$ cat config.mk
export PLATFORM = sky130hd
export DESIGN_NAME = sop_io_pins
export DESIGN_NICKNAME = d
export VERILOG_FILES = /design/src/sop_pkg.sv /design/src/sop_chan_if.sv /design/src/sop_pin_chan.sv /design/src/sop_io_pins.sv
export VERILOG_INCLUDE_DIRS = /design/src
export SDC_FILE = /design/constraint.sdc
export NUM_CORES = 1
export LEC_CHECK = 0
export ABC_CLOCK_PERIOD_IN_PS = 8500
export BUFFER_PORTS_ARGS = -buffer_cell sky130_fd_sc_hd__clkbuf_2
export CAP_MARGIN = 10
export CORE_MARGIN = 3
export CORE_UTILIZATION = 61
export CTS_CLUSTER_SIZE = 40
export DETAILED_ROUTE_END_ITERATION = 6
export GPL_ROUTABILITY_DRIVEN = 1
export HOLD_SLACK_MARGIN = 0.15
export PLACE_DENSITY = 0.81
export SYNTH_ARGS = -nofsm -noshare
export SYNTH_HDL_FRONTEND = slang
export SYNTH_SLANG_ARGS = --single-unit
$ cat constraint.sdc
create_clock -name clk -period 8.5 [get_ports clk]
set_input_delay 1.7 -clock clk [delete_from_list [all_inputs] [get_ports clk]]
set_output_delay 1.7 -clock clk [all_outputs]
set_load 0.005 [all_outputs]
$ cat src/sop_consts.svh
/*
  Offsets, field positions, reset values and timing counts for the sync on/off pin block.
  Assumes a 100 MHz core clock and a byte-addressed register port with 32-bit words.
*/
`ifndef SOP_CONSTS_SVH
`define SOP_CONSTS_SVH

// ----------------------------------------------------------------
// register offsets
// ----------------------------------------------------------------
`define SOP_ADDR_CMD       8'h00
`define SOP_ADDR_STATUS    8'h04
`define SOP_ADDR_PIN0_CFG  8'h08
`define SOP_ADDR_PIN1_CFG  8'h0C
`define SOP_ADDR_PWM0_PER  8'h10
`define SOP_ADDR_PWM0_DUTY 8'h14
`define SOP_ADDR_PWM1_PER  8'h18
`define SOP_ADDR_PWM1_DUTY 8'h1C

// ----------------------------------------------------------------
// field positions
// ----------------------------------------------------------------
`define SOP_CMD_ON_BIT    0
`define SOP_CMD_OFF_BIT   1
`define SOP_CFG_FUNC_LSB  0
`define SOP_CFG_INV_BIT   2
`define SOP_CFG_SRC_LSB   4
`define SOP_STAT_ON_BIT   0
`define SOP_STAT_LVL0_BIT 1
`define SOP_STAT_LVL1_BIT 2
`define SOP_STAT_TX0_BIT  3
`define SOP_STAT_TX1_BIT  4

// ----------------------------------------------------------------
// reset values
// ----------------------------------------------------------------
`define SOP_PWM_PER_RST  16'h03E8
`define SOP_PWM_DUTY_RST 16'h01F4

// ----------------------------------------------------------------
// timing
// ----------------------------------------------------------------
`define SOP_CLK_PERIOD_NS 10
`define SOP_PULSE_MIN_NS  30000
`define SOP_PULSE_CYC ((`SOP_PULSE_MIN_NS + `SOP_CLK_PERIOD_NS - 1) / `SOP_CLK_PERIOD_NS)

`endif

$ cat src/sop_pkg.sv
/*
  Types shared by the sync on/off pin block: pin functions, output sources, receiver states
  and the packed state of the pin channel and top modules.
  Assumes sop_consts.svh supplies the numeric constants.
*/
`default_nettype none

package sop_pkg;

  typedef logic [15:0] sop_cnt_t;

  typedef enum logic [1:0] {
    SOP_FN_SYNC   = 2'h0,
    SOP_FN_INPUT  = 2'h1,
    SOP_FN_OUTPUT = 2'h2,
    SOP_FN_RSVD   = 2'h3
  } sop_func_t;

  typedef enum logic [1:0] {
    SOP_SRC_LOW  = 2'h0,
    SOP_SRC_HIGH = 2'h1,
    SOP_SRC_PWM  = 2'h2,
    SOP_SRC_RSVD = 2'h3
  } sop_src_t;

  typedef enum logic [2:0] {
    SOP_RX_IDLE  = 3'h1,
    SOP_RX_COUNT = 3'h2,
    SOP_RX_WAIT  = 3'h4
  } sop_rx_t;

  typedef struct packed {
    sop_func_t func;
    logic      inv;
    sop_src_t  src;
    sop_cnt_t  per;
    sop_cnt_t  duty;
  } sop_pincfg_t;

  typedef struct packed {
    sop_rx_t  rxSt;
    sop_cnt_t rxCnt;
    sop_cnt_t txCnt;
    logic     txBusy;
    sop_cnt_t pwmCnt;
    logic     pinOut;
    logic     pinOe;
    logic     rxPulse;
    logic     rxLevel;
  } sop_chan_st_t;

  typedef struct packed {
    sop_pincfg_t [1:0] pin;
    logic              outOn;
    logic [1:0]        fire;
    logic [31:0]       rdata;
  } sop_top_st_t;

endpackage : sop_pkg

`default_nettype wire

$ cat src/sop_chan_if.sv
/*
  Carrier between the register/control core and one pin channel.
  Assumes the control core drives configuration and start, the channel reports back.
*/
`default_nettype none

interface sop_chan_if;
  import sop_pkg::*;

  sop_pincfg_t cfg;
  logic        txStart;
  logic        rxPulse;
  logic        rxLevel;
  logic        txBusy;

  modport ctl  (output cfg, output txStart, input rxPulse, input rxLevel, input txBusy);
  modport chan (input cfg, input txStart, output rxPulse, output rxLevel, output txBusy);
endinterface : sop_chan_if

`default_nettype wire

$ cat src/sop_pin_chan.sv
/*
  One configurable pin: sync pulse transmitter and qualified receiver, level input,
  and static or PWM output, all with selectable polarity.
  Assumes the pin input is already synchronous to clk and the line idles by an external pull.
*/
`include "sop_consts.svh"
`default_nettype none

module sop_pin_chan
  import sop_pkg::*;
#(
  parameter int PULSE_CYC = `SOP_PULSE_CYC
) (
  input  wire logic clk,    // core clock
  input  wire logic rst,    // async reset, high
  sop_chan_if.chan  ch,     // config and events
  input  wire logic pinIn,  // pin level seen
  output var  logic pinOut, // pin level driven
  output var  logic pinOe   // pin drive enable
);

  localparam sop_cnt_t PulseLast = sop_cnt_t'(PULSE_CYC - 1);

  sop_chan_st_t s_r;
  sop_chan_st_t s_nxt;
  logic         pulseAct;
  logic         srcBit;

  // active pulse level is low, or high when inverted
  assign pulseAct = ~(pinIn ^ ch.cfg.inv);

  always_comb begin
    s_nxt = s_r;
    srcBit = 1'b0;
    s_nxt.rxPulse = 1'b0;
    s_nxt.rxLevel = pinIn ^ ch.cfg.inv;

    // ----------------------------------------------------------------
    // pwm timebase
    // ----------------------------------------------------------------
    if (ch.cfg.per == '0 || s_r.pwmCnt >= ch.cfg.per - sop_cnt_t'(1)) begin
      s_nxt.pwmCnt = '0;
    end else begin
      s_nxt.pwmCnt = s_r.pwmCnt + sop_cnt_t'(1);
    end

    // ----------------------------------------------------------------
    // sync transmitter
    // ----------------------------------------------------------------
    if (s_r.txBusy) begin
      if (s_r.txCnt == PulseLast) begin
        s_nxt.txBusy = 1'b0;
      end else begin
        s_nxt.txCnt = s_r.txCnt + sop_cnt_t'(1);
      end
    end else if (ch.txStart && ch.cfg.func == SOP_FN_SYNC) begin
      s_nxt.txBusy = 1'b1;
      s_nxt.txCnt = '0;
    end

    // ----------------------------------------------------------------
    // pin drive
    // ----------------------------------------------------------------
    case (ch.cfg.src)
      SOP_SRC_HIGH: srcBit = 1'b1;
      SOP_SRC_PWM:  srcBit = s_r.pwmCnt < ch.cfg.duty;
      default:      srcBit = 1'b0;
    endcase
    case (ch.cfg.func)
      SOP_FN_SYNC: begin
        s_nxt.pinOe = s_nxt.txBusy;
        s_nxt.pinOut = s_nxt.txBusy & ch.cfg.inv;
      end
      SOP_FN_OUTPUT: begin
        s_nxt.pinOe = 1'b1;
        s_nxt.pinOut = ~srcBit ^ ch.cfg.inv;
      end
      default: begin
        s_nxt.pinOe = 1'b0;
        s_nxt.pinOut = 1'b0;
      end
    endcase

    // ----------------------------------------------------------------
    // sync receiver
    // ----------------------------------------------------------------
    // own pulse would read back as a received one, so the receiver sits out while sending
    if (ch.cfg.func != SOP_FN_SYNC || s_r.txBusy || s_nxt.txBusy) begin
      s_nxt.rxSt = SOP_RX_IDLE;
      s_nxt.rxCnt = '0;
    end else begin
      case (s_r.rxSt)
        SOP_RX_IDLE: begin
          if (pulseAct) begin
            s_nxt.rxSt = SOP_RX_COUNT;
            s_nxt.rxCnt = sop_cnt_t'(1);
          end
        end
        SOP_RX_COUNT: begin
          if (!pulseAct) begin
            s_nxt.rxSt = SOP_RX_IDLE;
          end else if (s_r.rxCnt >= PulseLast) begin
            s_nxt.rxSt = SOP_RX_WAIT;
            s_nxt.rxPulse = 1'b1;
          end else begin
            s_nxt.rxCnt = s_r.rxCnt + sop_cnt_t'(1);
          end
        end
        SOP_RX_WAIT: begin
          // one event per pulse, however long it is held
          if (!pulseAct) begin
            s_nxt.rxSt = SOP_RX_IDLE;
          end
        end
        default: s_nxt.rxSt = SOP_RX_IDLE;
      endcase
    end
  end

  always_ff @(posedge clk or posedge rst) begin
    if (rst) begin
      s_r <= '{rxSt: SOP_RX_IDLE, default: '0};
    end else begin
      s_r <= s_nxt;
    end
  end

  assign pinOut = s_r.pinOut;
  assign pinOe = s_r.pinOe;
  assign ch.rxPulse = s_r.rxPulse;
  assign ch.rxLevel = s_r.rxLevel;
  assign ch.txBusy = s_r.txBusy;

endmodule : sop_pin_chan

`default_nettype wire

$ cat src/sop_io_pins.sv
/*
  Two configurable I/O pins of an instrument control port: the first links output switch-on
  between instruments, the second links switch-off; either may instead be a level input or a
  static or PWM output. Holds the output on/off state and the register port.
  Assumes a single-cycle register master with no wait states and synchronous pin inputs.
*/
// Local design decisions: the register offsets and the plain strobed port.
`include "sop_consts.svh"
`default_nettype none

module sop_io_pins
  import sop_pkg::*;
#(
  parameter int PULSE_CYC = `SOP_PULSE_CYC
) (
  input  wire logic        clk,       // core clock
  input  wire logic        rst,       // async reset, high
  input  wire logic [7:0]  regAddr,   // register byte address
  input  wire logic [31:0] regWdata,  // write data
  input  wire logic        regWr,     // write strobe
  input  wire logic        regRd,     // read strobe
  output var  logic [31:0] regRdata,  // read data, cycle after strobe
  output var  logic        outputOn,  // instrument output state
  input  wire logic        pin0In,    // switch-on pin level
  output var  logic        pin0Out,   // switch-on pin drive level
  output var  logic        pin0Oe,    // switch-on pin drive enable
  input  wire logic        pin1In,    // switch-off pin level
  output var  logic        pin1Out,   // switch-off pin drive level
  output var  logic        pin1Oe     // switch-off pin drive enable
);

  // ----------------------------------------------------------------
  // config field helpers
  // ----------------------------------------------------------------
  function automatic logic [31:0] cfgRead(input sop_pincfg_t c);
    logic [31:0] w;
    w = '0;
    w[`SOP_CFG_FUNC_LSB +: 2] = c.func;
    w[`SOP_CFG_INV_BIT] = c.inv;
    w[`SOP_CFG_SRC_LSB +: 2] = c.src;
    return w;
  endfunction : cfgRead

  function automatic sop_pincfg_t cfgWrite(input sop_pincfg_t c, input logic [31:0] w);
    sop_pincfg_t n;
    n = c;
    n.func = sop_func_t'(w[`SOP_CFG_FUNC_LSB +: 2]);
    n.inv = w[`SOP_CFG_INV_BIT];
    n.src = sop_src_t'(w[`SOP_CFG_SRC_LSB +: 2]);
    return n;
  endfunction : cfgWrite

  // ----------------------------------------------------------------
  // state and channel carriers
  // ----------------------------------------------------------------
  sop_top_st_t s_r;
  sop_top_st_t s_nxt;
  sop_chan_if  onCh ();
  sop_chan_if  offCh ();
  logic        cmdWr;
  logic        cmdOn;
  logic        cmdOff;

  // both command bits at once is ambiguous, so it does nothing
  assign cmdWr = regWr && (regAddr == `SOP_ADDR_CMD);
  assign cmdOn = cmdWr && regWdata[`SOP_CMD_ON_BIT] && !regWdata[`SOP_CMD_OFF_BIT];
  assign cmdOff = cmdWr && regWdata[`SOP_CMD_OFF_BIT] && !regWdata[`SOP_CMD_ON_BIT];

  always_comb begin
    s_nxt = s_r;
    s_nxt.fire = 2'h0;
    s_nxt.rdata = 32'h0000_0000;

    // ----------------------------------------------------------------
    // register writes
    // ----------------------------------------------------------------
    if (regWr) begin
      if (regAddr == `SOP_ADDR_PIN0_CFG) begin
        s_nxt.pin[0] = cfgWrite(s_r.pin[0], regWdata);
      end else if (regAddr == `SOP_ADDR_PIN1_CFG) begin
        s_nxt.pin[1] = cfgWrite(s_r.pin[1], regWdata);
      end else if (regAddr == `SOP_ADDR_PWM0_PER) begin
        s_nxt.pin[0].per = regWdata[15:0];
      end else if (regAddr == `SOP_ADDR_PWM0_DUTY) begin
        s_nxt.pin[0].duty = regWdata[15:0];
      end else if (regAddr == `SOP_ADDR_PWM1_PER) begin
        s_nxt.pin[1].per = regWdata[15:0];
      end else if (regAddr == `SOP_ADDR_PWM1_DUTY) begin
        s_nxt.pin[1].duty = regWdata[15:0];
      end
    end

    // ----------------------------------------------------------------
    // output on/off state
    // ----------------------------------------------------------------
    // local command beats a pulse arriving in the same cycle; the pulse is then moot
    if (cmdOn) begin
      if (!s_r.outOn) begin
        s_nxt.outOn = 1'b1;
        s_nxt.fire[0] = 1'b1;
      end
    end else if (cmdOff) begin
      if (s_r.outOn) begin
        s_nxt.outOn = 1'b0;
        s_nxt.fire[1] = 1'b1;
      end
    end else if (onCh.rxPulse && !s_r.outOn) begin
      s_nxt.outOn = 1'b1;
    end else if (offCh.rxPulse && s_r.outOn) begin
      s_nxt.outOn = 1'b0;
    end

    // ----------------------------------------------------------------
    // register reads
    // ----------------------------------------------------------------
    if (regRd) begin
      if (regAddr == `SOP_ADDR_STATUS) begin
        s_nxt.rdata[`SOP_STAT_ON_BIT] = s_r.outOn;
        s_nxt.rdata[`SOP_STAT_LVL0_BIT] = onCh.rxLevel;
        s_nxt.rdata[`SOP_STAT_LVL1_BIT] = offCh.rxLevel;
        s_nxt.rdata[`SOP_STAT_TX0_BIT] = onCh.txBusy;
        s_nxt.rdata[`SOP_STAT_TX1_BIT] = offCh.txBusy;
      end else if (regAddr == `SOP_ADDR_PIN0_CFG) begin
        s_nxt.rdata = cfgRead(s_r.pin[0]);
      end else if (regAddr == `SOP_ADDR_PIN1_CFG) begin
        s_nxt.rdata = cfgRead(s_r.pin[1]);
      end else if (regAddr == `SOP_ADDR_PWM0_PER) begin
        s_nxt.rdata[15:0] = s_r.pin[0].per;
      end else if (regAddr == `SOP_ADDR_PWM0_DUTY) begin
        s_nxt.rdata[15:0] = s_r.pin[0].duty;
      end else if (regAddr == `SOP_ADDR_PWM1_PER) begin
        s_nxt.rdata[15:0] = s_r.pin[1].per;
      end else if (regAddr == `SOP_ADDR_PWM1_DUTY) begin
        s_nxt.rdata[15:0] = s_r.pin[1].duty;
      end
    end
  end

  // ----------------------------------------------------------------
  // state register
  // ----------------------------------------------------------------
  always_ff @(posedge clk or posedge rst) begin
    if (rst) begin
      // both pins come up in their sync function, not inverted
      s_r.pin[0] <= '{func: SOP_FN_SYNC, inv: 1'b0, src: SOP_SRC_LOW,
                      per: `SOP_PWM_PER_RST, duty: `SOP_PWM_DUTY_RST};
      s_r.pin[1] <= '{func: SOP_FN_SYNC, inv: 1'b0, src: SOP_SRC_LOW,
                      per: `SOP_PWM_PER_RST, duty: `SOP_PWM_DUTY_RST};
      s_r.outOn <= 1'b0;
      s_r.fire <= 2'h0;
      s_r.rdata <= 32'h0000_0000;
    end else begin
      s_r <= s_nxt;
    end
  end

  // ----------------------------------------------------------------
  // pin channels
  // ----------------------------------------------------------------
  assign onCh.cfg = s_r.pin[0];
  assign onCh.txStart = s_r.fire[0];
  assign offCh.cfg = s_r.pin[1];
  assign offCh.txStart = s_r.fire[1];

  sop_pin_chan #(
    .PULSE_CYC (PULSE_CYC)
  ) u_onPin (
    .clk    (clk),
    .rst    (rst),
    .ch     (onCh),
    .pinIn  (pin0In),
    .pinOut (pin0Out),
    .pinOe  (pin0Oe)
  );

  sop_pin_chan #(
    .PULSE_CYC (PULSE_CYC)
  ) u_offPin (
    .clk    (clk),
    .rst    (rst),
    .ch     (offCh),
    .pinIn  (pin1In),
    .pinOut (pin1Out),
    .pinOe  (pin1Oe)
  );

  assign regRdata = s_r.rdata;
  assign outputOn = s_r.outOn;

endmodule : sop_io_pins

`default_nettype wire

* After elaboration in Yosys (flattened, before gate mapping)
Cells that the tools add are included.
** Storage, ports and cells
- Register bits :: 221
- Input port bits :: 46
- Output and inout port bits :: 37
** Operators by class
- Equality and inequality tests :: 33
- $add $sub $neg :: 8
- Reduce and logical (&&, ||, !) cells :: 42
- Mux-type cells :: 58
- Magnitude comparators :: 6
- Bitwise logic cells :: 13
** Operator list (count)
- $mux 16 :: 14
- $add 16x1->16 const B :: 6
- $mux 19 :: 4
- $mux 17 :: 4
- $pmux 16 s2 :: 2
- $eq 16x12->1 const B :: 2
- $eq 8x5->1 const B :: 4
- $ge 16x12->1 const B :: 2
- $ge 16x16->1 :: 2
- $logic_not 16->1 :: 2
- $lt 16x16->1 :: 2
- $mux 32 :: 1
- $sub 16x1->16 const B :: 2
- $mux 27 :: 1
- $mux 1 :: 19
- $mux 3 :: 6
- $pmux 3 s3 :: 2
- $eq 8x4->1 const B :: 2
- $ne 3x3->1 const B :: 4
- $reduce_and 4->1 :: 3
- $logic_and 1x1->1 :: 9
- $reduce_and 3->1 :: 3
- $eq 2x2->1 const B :: 4
- $eq 8x3->1 const B :: 1
- 25 further kinds :: 59

* Logic depth before layout (Yosys ltp)
- Depth in word-level cells :: 9
- Depth in mapped cells :: 14
- Gate-level depth less buffers :: 13

* By module
A second synthesis with hierarchy kept.
** Unflattened totals
- Cell total of the unflattened synthesis :: 1144
- Area, all modules :: 11921.4 µm²
** By module, submodules not included
- sop_io_pins :: area an instance 4237.8 µm², seq. area each 2357.3 µm², instances 1, cells each 299
- sop_pin_chan at u_offPin :: area an instance 3913.8 µm², seq. area each 1402.6 µm², instances 1, cells each 424
- sop_pin_chan at u_onPin :: area an instance 3769.9 µm², seq. area each 1402.6 µm², instances 1, cells each 421

* Worst setup path after synthesis
No wires, ideal clock.
- Path type :: input to register
- From :: in regAddr[7]
- To :: reg s_r, in the netlist offCh.cfg[18]
- Buffers on the path :: 1
- Path slack :: 4.932 ns
- Stages :: 6
- Data arrival time :: 3.440 ns
- Cell sequence :: or4_4 > nor3b_4 > nand2_2 > nor2_8 > buf_6 > mux2_1
** On the way
- Longest elaborated chain between the ends :: 3
- Elaborated cells between the ends (all ways) :: 10
- Classes of those cells :: 5 x eq/ne; 4 x bitwise; 1 x reduce/logical
** Ends and longest elaborated chain
- start, declared :: RTL line sop_io_pins.sv:18 : input wire logic [7:0] regAddr,
- $eq 8x5->1 (no line) / $eq 8x4->1 (equally long branches)
- $not 1->1 (no line)
- $reduce_and 6->1 (no line) (*)
- end signal, assigned :: RTL line sop_io_pins.sv:153 : s_r <= s_nxt;
- end, declared :: RTL line sop_io_pins.sv:56 : sop_top_st_t s_r;
Every way passes the cells marked *; elsewhere a longest branch is shown, timed or not.
A chain may end at the register's enable or synchronous reset.

* Worst setup path in the final report
- From :: in regAddr[7]
- To :: reg s_r, in the netlist onCh.cfg[0]
** On the way
- Longest elaborated chain between the ends :: 3
- Elaborated cells between the ends (all ways) :: 8
- Classes of those cells :: 4 x eq/ne; 3 x bitwise; 1 x reduce/logical
** Ends and longest elaborated chain
- $eq 8x5->1 (no line) / $eq 8x4->1 (equally long branches)
- $not 1->1 (no line)
- $reduce_and 5->1 (no line) (*)
Marks and branches as above.

==> results.cfg <==
[routing]
num_vias = 8764
vias_per_cell = 6.10
drtIter0Drc = 553
drc = 0
wl_per_cell_um = 17.5
drt_pass1_iterations = 5
ant_nets = 0
drt-total-wl_um = 25200

[timing]
finalCritPeriodShare_pct = 49.5
tightest_slew_ps = 1120
setup_viol = 0
slew_viol_final = 0
fmax_mhz = 238
layout_min_cycle_time_ps = 4200
rsz0062_at_grt = no
tns_ps = 0
max_slew_margin_pct = 24.8
skew_ps = 5.68
finalHoldViolations = 0

[synth]
netlist_instances = 1151
yosysUniqueCellTypes = 75
synth.ff_latch_count = 205
yosysSeqAreaShare_pct = 44.5
syn_area_um2 = 11600
yosysWarnings = 0
async_flop_share_pct = 100
postSynthAreaPerCell_um2 = 10.1
synth_edf_count = 0
ys_dominant_reg_cell = dfrtp_1

[floorplanning]
pin_count = 83
die_width_um = 144
start_util_pct = 63.3
die_h_um = 144
rows = 49
fp.dieArea_um2 = 20700
core_um2 = 18300

[clock_network]
cts_tree = done
path_clk_slew_ps = 60
cts_sinks = 205
cts_resized = 0
hold_buffers = 0
clk_path_buf_depth = 3
insertion_delay_ps = 500
cts-buffers-inserted = 23
post_cts_buffers = 0
clockRootBuffer = clkbuf_16
cts_max_level = 1

[critical_path]
cp_top_family = simple AND/OR/NAND/NOR gates
slowest_stage = nor2_2
startpoint_type = input pin
slowest_delay_ps = 900
critPathMaxFanout = 31
cp-end-kind = flip-flop
arrival_ps = 4580
cp.buffers_inverters = 1
setup.worst_path.class = input pin to flip-flop
cp_cell_sequence = clkbuf_2 -> or4_4 -> nor3b_4 -> nand2_2 -> nor2_2 -> mux2_2
cp_data_required_time_ps = 8880

[global_route]
met2_usage_pct = 40.6
grt-ovfl-total = 0
antenna_found_initial = 0
top_usage_layer = met2
grtUsageTotal_pct = 25.1
grt_pass1_wl_um = 42300
grt_max_degree = 131
grtUsageMet3_pct = 3.36
first_global_vias = 8416
grtUsageMet1_pct = 35.9

[placed_design]
placed_area_um2 = 11900
io_buffers = 50
place_congestion = 0.874
dp_hpwl_um = 17900

[power]
peakVddDrop_uv = 184
power.total_mw = 2.46
power_density_nw_per_um2 = 195
power_leakage_nw = 6.10

[finish]
antenna_cells = 0
area_growth_pct = 9.11
drive_gt1_share_pct = 14.4
final_cell_area_um2 = 12700
n_fill_cell = 1332
design.final.nets = 1314

[hold_path]
worst_hold_path_type = flip-flop to flip-flop

[run]
maxCapViolations = 0

[run_status]
status = finished, final reports clean
## synth_stat cells, drive strengths merged (3+ instances only)
| cell type | count | area [um^2] |
|---|---|---|
| or3b | 3 | 26.3 |
| inv | 57 | 214 |
| clkbuf | 19 | 71.3 |
| mux4 | 16 | 360 |
| mux2i | 3 | 30.0 |
| nand3b | 4 | 30.0 |
| a21oi | 36 | 180 |
| nor2 | 109 | 430 |
| o21ai | 73 | 365 |
| o31ai | 7 | 52.6 |
| a21o | 12 | 90.1 |
| mux2 | 41 | 462 |
| xor2 | 45 | 394 |
| and2 | 12 | 75.1 |
| dfrtp | 179 | 4480 |
| nand3 | 44 | 233 |
| buf | 31 | 199 |
| a2111oi | 5 | 45.0 |
| o211ai | 3 | 22.5 |
| or3 | 11 | 68.8 |
| a22oi | 8 | 60.1 |
| and3 | 26 | 163 |
| or4 | 8 | 63.8 |
| nor2b | 5 | 31.3 |
| dfstp | 26 | 683 |
| and4 | 10 | 87.6 |
| o21a | 5 | 37.5 |
| nand4b | 3 | 26.3 |
| nor4 | 11 | 68.8 |
| nand2 | 106 | 403 |
| a211oi | 7 | 52.6 |
| nor3b | 8 | 76.3 |
| nand4 | 33 | 206 |
| ha | 76 | 951 |
| nand2b | 14 | 87.6 |
| xnor2 | 41 | 359 |
| nor3 | 23 | 120 |
## stage by stage
stage | setup slack (ps) | utilization, % | hold WS [ps] | std cells
final | 4300 | 69.1 | 486 | 1437
after global routing | 4130 | 69.1 | 507 | 1437
after CTS | 4330 | 69.1 | 490 | 1437
after detailed placement | 3820 | 65.2 | 473 | 1396
after global placement | 3800 | 65.2 | 469 | 1396
after floorplan | 1250 | - | 451 | 1166
## cells in the final DEF (no fill, tap or decap), types with 31 or more instances in the layout
cell      count
dfrtp_1     179
nor2_1      106
nand2_1     104
ha_1         76
o21ai_0      72
inv_1        56
clkbuf_2     50
xor2_1       45
nand3_1      43
xnor2_1      41
a21oi_1      36
nand4_1      33
mux2_2       31
## area by class of cell
type                    count  area (um^2)  area share, %
clock buffers              34          657           5.19
clock inverters             7         62.6          0.494
inverters                  57          221           1.75
multi-input cells         854         6020           47.5
flip-flops and latches    205         5160           40.8
well taps                 229          287           2.26
repair buffers             51          258           2.03
## worst register-to-register path: stages (launching register included)
cell     delay [ps]
dfrtp_1         460
or4_1           570
nor2_1          200
nand2_1         170
nor4_1          290
xnor2_1         140
ha_1            310
a21o_1          110
a21oi_1          90
a21o_1          170
o21ai_1         870
nor2_1          120
## where the power goes
group	total [mW]	switching (mW)	internal, mW	leakage [nW]
Sequential	1.12	0.0744	1.04	2.65
Combinational	0.404	0.246	0.157	3.10
Clock	0.944	0.381	0.563	0.354
## registers in the layout (all words and copies together), names as in the netlist, 16 cells and up
signal        flops
regRdata         16
u_offPin.s_r     51
onCh.cfg         37
offCh.cfg        37
u_onPin.s_r      51
## worst paths after layout
path	slack, ps	start	cells past startpoint	to
worst max-delay path	4300	regAddr[7]	6	onCh.cfg[0]$_DFFE_PP0P_
worst min-delay path	490	u_onPin.s_r[50]$_DFFE_PP0P_	1	u_onPin.s_r[50]$_DFFE_PP0P_
worst max register to register	4850	onCh.cfg[18]$_DFFE_PP0P_	11	u_onPin.s_r[13]$_DFF_PP0_
worst min register to register	490	u_onPin.s_r[50]$_DFFE_PP0P_	1	u_onPin.s_r[50]$_DFFE_PP0P_
max in group asynchronous	5690	rst	3	u_onPin.s_r[14]$_DFF_PP0_
min in group asynchronous	1370	rst	2	u_offPin.s_r[29]$_DFFE_PP0P_
## cell families after synthesis
family / Yosys count / share of synthesized area (%)
AND/OR/NAND/NOR: 437 / 19.5
flip-flops: 205 / 44.5
AO/OA/AOI/OAI: 179 / 9.84
buffers and inverters: 107 / 4.17
XOR/XNOR: 86 / 6.49
adder cells (fa/ha/maj): 76 / 8.19
multiplexers: 60 / 7.34
other: 1 / 0.0323
## layer usage
layer,vias up,wire length [um]
met1,4338,11300
met2,230,12100
li1,4151,-
met3,45,1220
met5,-,0
met4,0,579
Note: power is estimated with default switching activity, not from simulation.
